==> config.mk <==
export PLATFORM = sky130hd
export DESIGN_NAME = bss_slave
export DESIGN_NICKNAME = d
export VERILOG_FILES = /design/src/verilog/bss_pkg.sv /design/src/verilog/bss_slave.sv
export SDC_FILE = /design/constraint.sdc
export NUM_CORES = 1
export LEC_CHECK = 0
export ABC_CLOCK_PERIOD_IN_PS = 3200
export BUFFER_PORTS_ARGS = -buffer_cell sky130_fd_sc_hd__buf_2
export CAP_MARGIN = 20
export CELL_PAD_IN_SITES_DETAIL_PLACEMENT = 1
export CELL_PAD_IN_SITES_GLOBAL_PLACEMENT = 1
export CORE_MARGIN = 5
export CORE_UTILIZATION = 47
export CTS_CLUSTER_SIZE = 16
export DETAILED_ROUTE_END_ITERATION = 12
export GPL_TIMING_DRIVEN = 1
export HOLD_SLACK_MARGIN = 0.05
export PLACE_DENSITY_LB_ADDON = 0.15
export SLEW_MARGIN = 40
export SYNTH_ARGS = -nofsm -noshare
export SYNTH_HDL_FRONTEND = slang
export SYNTH_SLANG_ARGS = --single-unit
==> constraint.sdc <==
create_clock -name clk_i -period 3.2 [get_ports clk_i]
set_clock_uncertainty 0.2 [all_clocks]
set_input_delay 0.64 -clock clk_i [delete_from_list [all_inputs] [get_ports clk_i]]
set_output_delay 0.64 -clock clk_i [all_outputs]
set_load 0.005 [all_outputs]
==> src/verilog/bss_pkg.sv <==
// Contract
// - slave shifts correct data at any clock rate; the code needs the serial clock well below the bus clock
// - chip select hold bit has no effect
// - length error aborts transfer and stops
// - loopback control bit 16 forces length error
// - module enable bit 24 gates all transfers
// - receive dma request only after real word
// - dma requests only while request enable set
// - reading a receive buffer clears empty flag
// - modes 6 and 7 suspend on unread data; mode 7 only in multi buffered mode, standard mode skips it as disabled
// - other modes report overrun on unread data
// - higher priority group preempts, fetch restarts
// - each transmit buffer carries a full flag
// - skip or disabled modes bypass the buffer; disabled mode 7 is bypassed only in standard mode
// - standard and multi buffered modes both supported
// - three or four pin slave wiring
package bss_pkg;
    // ==========================================
    // geometry
    localparam int unsigned WORD_W   = 16;
    localparam int unsigned BUF_N    = 8;
    localparam int unsigned IDX_W    = 3;
    localparam int unsigned CNT_W    = 5;
    // ==========================================
    // field positions
    localparam int unsigned MODULE_ENABLE_BIT      = 24;
    localparam int unsigned DMA_REQ_ENABLE_BIT     = 16;
    localparam int unsigned FORCE_LENGTH_ERROR_BIT = 16;
    // ==========================================
    // buffer modes
    localparam logic [2:0] MODE_SKIP      = 3'h0;
    localparam logic [2:0] MODE_DISABLED  = 3'h7;
    localparam logic [2:0] MODE_SUSPEND_A = 3'h6;
    localparam logic [2:0] MODE_SUSPEND_B = 3'h7;
    // ==========================================
    // reset values
    localparam logic RST_ENABLE = 1'b0;
    localparam logic RST_FLAG   = 1'b0;
    localparam logic [WORD_W-1:0] RST_WORD = 16'h0000;

    typedef enum logic [3:0] {
        ST_IDLE  = 4'b0001,
        ST_FETCH = 4'b0010,
        ST_SHIFT = 4'b0100,
        ST_STOP  = 4'b1000
    } bss_state_t;
endpackage

==> src/verilog/bss_slave.sv <==
`timescale 1ns/1ps
module bss_slave (
    input  wire logic                            clk_i,
    input  wire logic                            rstn_i,
    // link pins
    input  wire logic                            serial_clock_i,
    input  wire logic                            slave_chip_select_n_i,
    input  wire logic                            slave_in_line_i,
    output logic                                 slave_out_line_o,
    output logic                                 slave_out_line_oe_o,
    output logic                                 slave_enable_handshake_n_o,
    // control bits
    input  wire logic                            module_enable_i,
    input  wire logic                            dma_request_enable_i,
    input  wire logic                            force_length_error_i,
    input  wire logic                            multi_buffer_mode_i,
    input  wire logic                            four_pin_mode_i,
    input  wire logic                            group_start_i,
    input  wire logic [bss_pkg::IDX_W-1:0]       group_first_i,
    // transmit ram write
    input  wire logic                            tx_write_i,
    input  wire logic [bss_pkg::IDX_W-1:0]       tx_index_i,
    input  wire logic [bss_pkg::WORD_W-1:0]      tx_data_i,
    input  wire logic [2:0]                      buffer_mode_field_i,
    input  wire logic                            chip_select_hold_i,
    // receive ram read
    input  wire logic                            rx_read_i,
    input  wire logic [bss_pkg::IDX_W-1:0]       rx_index_i,
    output logic [bss_pkg::WORD_W-1:0]           rx_data_o,
    output logic                                 receive_empty_flag_o,
    // status
    output logic                                 rx_dma_request_o,
    output logic                                 data_length_error_o,
    output logic                                 overrun_error_o,
    output logic                                 suspended_o,
    output logic                                 busy_o
);
    localparam logic [bss_pkg::CNT_W-1:0] LAST_BIT = 5'(bss_pkg::WORD_W - 1);

    logic [bss_pkg::WORD_W-1:0] tx_ram [bss_pkg::BUF_N];
    logic [bss_pkg::WORD_W-1:0] rx_ram [bss_pkg::BUF_N];
    logic [2:0]                 mode_ram [bss_pkg::BUF_N];
    logic [bss_pkg::BUF_N-1:0]  transmit_full_flag_reg;
    logic [bss_pkg::BUF_N-1:0]  receive_empty_flag_reg;
    bss_pkg::bss_state_t        state_reg;
    logic [bss_pkg::IDX_W-1:0]  cur_reg;
    logic [bss_pkg::WORD_W-1:0] shift_out_reg;
    logic [bss_pkg::WORD_W-1:0] shift_in_reg;
    logic [bss_pkg::CNT_W-1:0]  bit_cnt_reg;
    logic [2:0]                 sclk_sync_reg;
    logic [1:0]                 cs_sync_reg;
    logic [1:0]                 si_sync_reg;
    logic                       word_done;
    logic                       sclk_rise;
    logic                       sclk_fall;
    logic                       cs_active;
    logic                       suspend_hit;

    // ==========================================
    // synchronisers: edges are taken from settled samples at bus clock rather than the raw
    // clock pin, so the serial clock must run well below the bus clock rate
    always_ff @(posedge clk_i) begin
        if (!rstn_i) begin
            sclk_sync_reg <= 3'h0;
            cs_sync_reg   <= 2'h3;
            si_sync_reg   <= 2'h0;
        end else begin
            sclk_sync_reg <= {sclk_sync_reg[1:0], serial_clock_i};
            cs_sync_reg   <= {cs_sync_reg[0], slave_chip_select_n_i};
            si_sync_reg   <= {si_sync_reg[0], slave_in_line_i};
        end
    end

    assign sclk_rise = sclk_sync_reg[1] & ~sclk_sync_reg[2];
    assign sclk_fall = ~sclk_sync_reg[1] & sclk_sync_reg[2];
    // three pin wiring ignores chip select; hold bit never reaches the link
    assign cs_active = four_pin_mode_i ? ~cs_sync_reg[1] : 1'b1;
    // must match the sequencer's last-edge branch, or an aborted word would still land
    assign word_done = (state_reg == bss_pkg::ST_SHIFT) && sclk_fall && cs_active
                       && module_enable_i && !force_length_error_i
                       && !(group_start_i && multi_buffer_mode_i)
                       && (bit_cnt_reg == LAST_BIT);
    assign suspend_hit = receive_empty_flag_reg[cur_reg]
                         && ((mode_ram[cur_reg] == bss_pkg::MODE_SUSPEND_A)
                         || (mode_ram[cur_reg] == bss_pkg::MODE_SUSPEND_B));

    // ==========================================
    // transmit ram
    always_ff @(posedge clk_i) begin
        if (!rstn_i) begin
            transmit_full_flag_reg <= '0;
        end else begin
            if (state_reg == bss_pkg::ST_FETCH && !suspend_hit)
                transmit_full_flag_reg[cur_reg] <= 1'b0;
            if (tx_write_i) begin
                tx_ram[tx_index_i]   <= tx_data_i;
                mode_ram[tx_index_i] <= buffer_mode_field_i;
                transmit_full_flag_reg[tx_index_i] <= 1'b1;
            end
        end
    end

    // ==========================================
    // sequencer
    always_ff @(posedge clk_i) begin
        if (!rstn_i) begin
            state_reg     <= bss_pkg::ST_IDLE;
            cur_reg       <= '0;
            bit_cnt_reg   <= '0;
            shift_out_reg <= bss_pkg::RST_WORD;
            shift_in_reg  <= bss_pkg::RST_WORD;
        end else if (!module_enable_i) begin
            state_reg <= bss_pkg::ST_IDLE;
        end else if (group_start_i && multi_buffer_mode_i) begin
            state_reg <= bss_pkg::ST_FETCH;
            cur_reg   <= group_first_i;
        end else begin
            case (state_reg)
                bss_pkg::ST_IDLE: begin
                    if (!multi_buffer_mode_i && transmit_full_flag_reg[0]) begin
                        cur_reg   <= '0;
                        state_reg <= bss_pkg::ST_FETCH;
                    end
                end
                bss_pkg::ST_FETCH: begin
                    if (!transmit_full_flag_reg[cur_reg]) begin
                        state_reg <= bss_pkg::ST_IDLE;
                    end else if (mode_ram[cur_reg] == bss_pkg::MODE_SKIP
                                 || (mode_ram[cur_reg] == bss_pkg::MODE_DISABLED
                                 && !multi_buffer_mode_i)) begin
                        cur_reg <= cur_reg + 3'h1;
                    end else if (!suspend_hit) begin
                        shift_out_reg <= tx_ram[cur_reg];
                        bit_cnt_reg   <= '0;
                        state_reg     <= bss_pkg::ST_SHIFT;
                    end
                end
                bss_pkg::ST_SHIFT: begin
                    if (force_length_error_i || (!cs_active && bit_cnt_reg != '0)) begin
                        state_reg <= bss_pkg::ST_STOP;
                    end else if (cs_active && sclk_rise) begin
                        shift_in_reg <= {shift_in_reg[bss_pkg::WORD_W-2:0], si_sync_reg[1]};
                    end else if (cs_active && sclk_fall) begin
                        // phase 1: data changes on the falling edge
                        shift_out_reg <= {shift_out_reg[bss_pkg::WORD_W-2:0], 1'b0};
                        bit_cnt_reg   <= bit_cnt_reg + 5'h1;
                        if (bit_cnt_reg == LAST_BIT) begin
                            state_reg <= multi_buffer_mode_i ? bss_pkg::ST_FETCH
                                                             : bss_pkg::ST_IDLE;
                            if (multi_buffer_mode_i)
                                cur_reg <= cur_reg + 3'h1;
                        end
                    end
                end
                // stays stopped until module enable is cleared or a group start arrives in multi buffer mode
                bss_pkg::ST_STOP: state_reg <= bss_pkg::ST_STOP;
                default:          state_reg <= bss_pkg::ST_IDLE;
            endcase
        end
    end

    // ==========================================
    // receive ram and flags
    always_ff @(posedge clk_i) begin
        if (!rstn_i) begin
            receive_empty_flag_reg <= '0;
            overrun_error_o        <= bss_pkg::RST_FLAG;
            data_length_error_o    <= bss_pkg::RST_FLAG;
            rx_dma_request_o       <= bss_pkg::RST_FLAG;
            rx_data_o              <= bss_pkg::RST_WORD;
        end else begin
            rx_dma_request_o <= word_done && dma_request_enable_i;
            if (rx_read_i) begin
                rx_data_o <= rx_ram[rx_index_i];
                receive_empty_flag_reg[rx_index_i] <= 1'b0;
            end
            if (word_done) begin
                // all sixteen bits were taken on rising edges already
                rx_ram[cur_reg] <= shift_in_reg;
                receive_empty_flag_reg[cur_reg] <= 1'b1;                      // set wins
                if (receive_empty_flag_reg[cur_reg] && !(rx_read_i && rx_index_i == cur_reg))
                    overrun_error_o <= 1'b1;
            end
            if (state_reg == bss_pkg::ST_SHIFT && module_enable_i
                && (force_length_error_i || (!cs_active && bit_cnt_reg != '0)))
                data_length_error_o <= 1'b1;
        end
    end

    assign slave_out_line_o           = shift_out_reg[bss_pkg::WORD_W-1];
    assign slave_out_line_oe_o        = cs_active && state_reg == bss_pkg::ST_SHIFT;
    assign slave_enable_handshake_n_o = ~(four_pin_mode_i && state_reg == bss_pkg::ST_SHIFT);
    assign receive_empty_flag_o       = receive_empty_flag_reg[rx_index_i];
    assign suspended_o = state_reg == bss_pkg::ST_FETCH && suspend_hit;
    assign busy_o      = state_reg != bss_pkg::ST_IDLE;
endmodule

==> key figures <==
Logic synthesis
  • Largest family of logic cells by synthesized area: multiplexers
  • Flops & latches, synth: 369
  • Synth top area cells: edfxtp_1 (57%), dfxtp_1 (12%), mux4_2 (12%)
  • Post-synth top area cell: edfxtp_1
  • Synth Area in Adders: 0.339%
  • Synthesized area per cell: 16.8 µm²
  • Most frequent cells after synthesis: edfxtp_1 (280), dfxtp_1 (89), mux4_2 (76), nand2_1 (73), mux2i_1 (57)
  • Count of cell types in the netlist: 61
  • Seq/Total Area, Yosys: 69.1%
  • Simple-Gate Fraction of Synth Area: 7.13%
  • Async SR Flop Fraction: 0%
  • Ys flop type: edfxtp_1
  • Synth warn: 0
  • Synth Area in Compound Gates: 5.27%
  • Synth Instances: 878
  • Cell area after synthesis: 0.0147 mm²
  • Top cell type's share of synthesized area: 57.0%
  • EDFF count, synth: 280
  • Most common cell in the synthesized netlist: edfxtp_1
  • Proportion of synthesized area in mux cells: 16.2%
  • Mapped Nets: 924
  • XOR/XNOR Fraction of Synth Area: 0.238%

Worst setup path
  • CP endpoint kind: output port
  • Worst Path Arrival: 2.20 ns
  • Critical path class: reg2out
  • Setup slack, reg-to-reg: 0.33 ns
  • Req. time, crit path: 2.36 ns
  • Startpoint types: register
  • Crit path max fanout: 7

Global routing
  • GRT Total Usage: 18.6%
  • Pin count of the biggest net entering global routing: 100
  • Number of global-route vias before repair: 8716
  • Antenna violations before repair: 3
  • First-pass GRT wire length: 51300 µm
  • GR Overflow Total: 0

Timing
  • Slew Limit Fails: 0
  • FMAX: 329 MHz
  • Slew headroom: 47.1%
  • Final Hold Vio Count: 0
  • Total negative slack: 0 ns
  • Setup Viol. Count Final: 0
  • Measured slew at the worst slew-check pin: 0.793 ns
  • Final period util: 95.0%
  • RSZ-0062 raised after global routing: false
  • Post-route minimum period: 3.04 ns

Floorplanning
  • Core Footprint: 0.0307 mm²
  • Die width: 187 µm
  • Rows: 64
  • Die Ht: 187 µm
  • Die area: 0.0350 mm²
  • I/O Pins: 67
  • Starting density of the core: 48.0%

Detailed routing
  • Via count: 8065
  • TritonRoute pass-1 iters: 5
  • Aggregate routed wire length: 32900 µm
  • Drt via density: 5.78
  • Antenna Violating Nets Remaining: 0
  • Initial drt markers: 524
  • WL per Instance: 23.6 µm
  • Drc violations: 0

Layout
  • Post-Route Utilization: 55.0%
  • Share of cells above drive strength 1: 27.2%
  • Area grow syn2layout: 14.7%
  • Biggest regs: rx_ram (128), tx_ram (128), mode_ram (24)
  • Total Nets Final: 1015

Power
  • Leak: 5.95 nW
  • Maximum VDD drop: 0.000468 V
  • PwrDens: 579 mW/mm²
  • Tot Pwr: 9.79 mW

Placement
  • GP Congestion: 0.794
  • I/O Buffers: 65
  • Hpwl dp: 19800 µm

Worst hold path
  • HP Class: in2reg

CTS
  • Hold Buf Count CTS: 0
  • Root buffer cell: clkbuf_16
  • H-tree depth: 2
  • Resized cells post-CTS: 0
  • Worst-case clock buffer depth: 3
  • Clk slew on worst S/H paths: 0.06 ns
  • Worst skew pair latency: 0.52 ns
  • Clk sinks: 369
  • CTS tree: built
  • Number of setup buffers added after CTS: 0
  • TritonCTS buffer count: 40

Job
  • Max cap viols: 0

Run status
  • Status: finished, final reports clean
-- worst paths after layout --
| check | start | endpoint | depth (start not counted) |
|---|---|---|---|
| setup / recovery | register | suspended_o | 5 |
| setup reg to reg | state_reg[2] | rx_ram[6][12] | 7 |
| hold reg to reg | cs_sync_reg[0] | cs_sync_reg[1] | 1 |
| hold / removal | slave_chip_select_n_i | cs_sync_reg[0] | 2 |
-- stage by stage --
step,area [µm²],instances,setup slack [ns],hold slack [ns]
6_report,16900,1395,0.161,0.113
5_1_grt,16900,1394,0.0591,0.120
4_1_cts,16900,1394,0.118,0.0974
3_5_place_dp,15700,1323,0.353,0.202
3_3_place_gp,15700,1323,0.295,0.202
2_1_floorplan,14800,878,0.0898,0.186
-- placed cells by master (no fill, tap or decap), types with 3 or more instances in the layout --
cell / netlist / final
buf_4: 1 / 33
o21ai_0: 30 / 30
mux2i_1: 57 / 57
clkbuf_16: 0 / 40
a21oi_1: 4 / 4
a31oi_1: 3 / 3
nand3b_1: 3 / 3
inv_1: 6 / 6
nor2_2: 0 / 6
and3_1: 4 / 4
mux4_2: 76 / 76
a31o_2: 11 / 11
buf_12: 0 / 4
nand2_1: 73 / 73
and2_1: 12 / 12
nor3_2: 0 / 3
nand4_1: 20 / 20
o21ai_1: 10 / 10
clkinv_2: 0 / 6
o211a_1: 16 / 16
edfxtp_1: 280 / 280
clkbuf_1: 27 / 16
xnor2_1: 4 / 4
o211ai_1: 10 / 10
dfxtp_1: 89 / 88
nand2b_1: 6 / 6
buf_2: 10 / 64
clkinv_1: 0 / 4
nor2b_1: 27 / 27
mux2_2: 5 / 5
o311ai_0: 3 / 3
ha_1: 4 / 4
nor2_1: 20 / 14
nand3_1: 14 / 14
-- area by class of cell --
class / count / area [µm²]
Inverter: 7 / 26.3
Multi-Input combinational cell: 449 / 4340
Antenna cell: 1 / 2.50
Tap cell: 396 / 495
Timing Repair Buffer: 102 / 659
Fill cell: 2859 / 13800
Clock buffer: 56 / 1060
Sequential cell: 369 / 10200
Clock inverter: 15 / 138
-- cell families after synthesis --
kind of cell,after synthesis
flip-flops,369
AO/OA/AOI/OAI,105
buffers and inverters,60
adder cells (fa/ha/maj),4
XOR/XNOR,4
AND/OR/NAND/NOR,195
multiplexers,141
-- power breakdown --
group / total (mW) / switching [mW] / internal (mW)
combinational: 0.343 / 0.204 / 0.139
sequential: 5.21 / 0.0289 / 5.18
clock: 4.24 / 1.76 / 2.48
-- routing by layer --
layer  up-vias  global-route usage, %  share of wire [%]
met5         -                      0               0.12
met4         6                   4.21                1.7
met3        45                   3.25                4.6
met2       172                   31.1                 49
met1      4189                   25.9                 45
li1       3653                      -                  -
-- worst max-delay path: stages (launching register included) --
cell and delay [ns]:
dfxtp_2 0.44, mux4_2 0.55, mux2_2 0.33, nand3_2 0.16, nor2_1 0.07, buf_2 0.13
No activity file was read; power rests on OpenSTA's default activity.
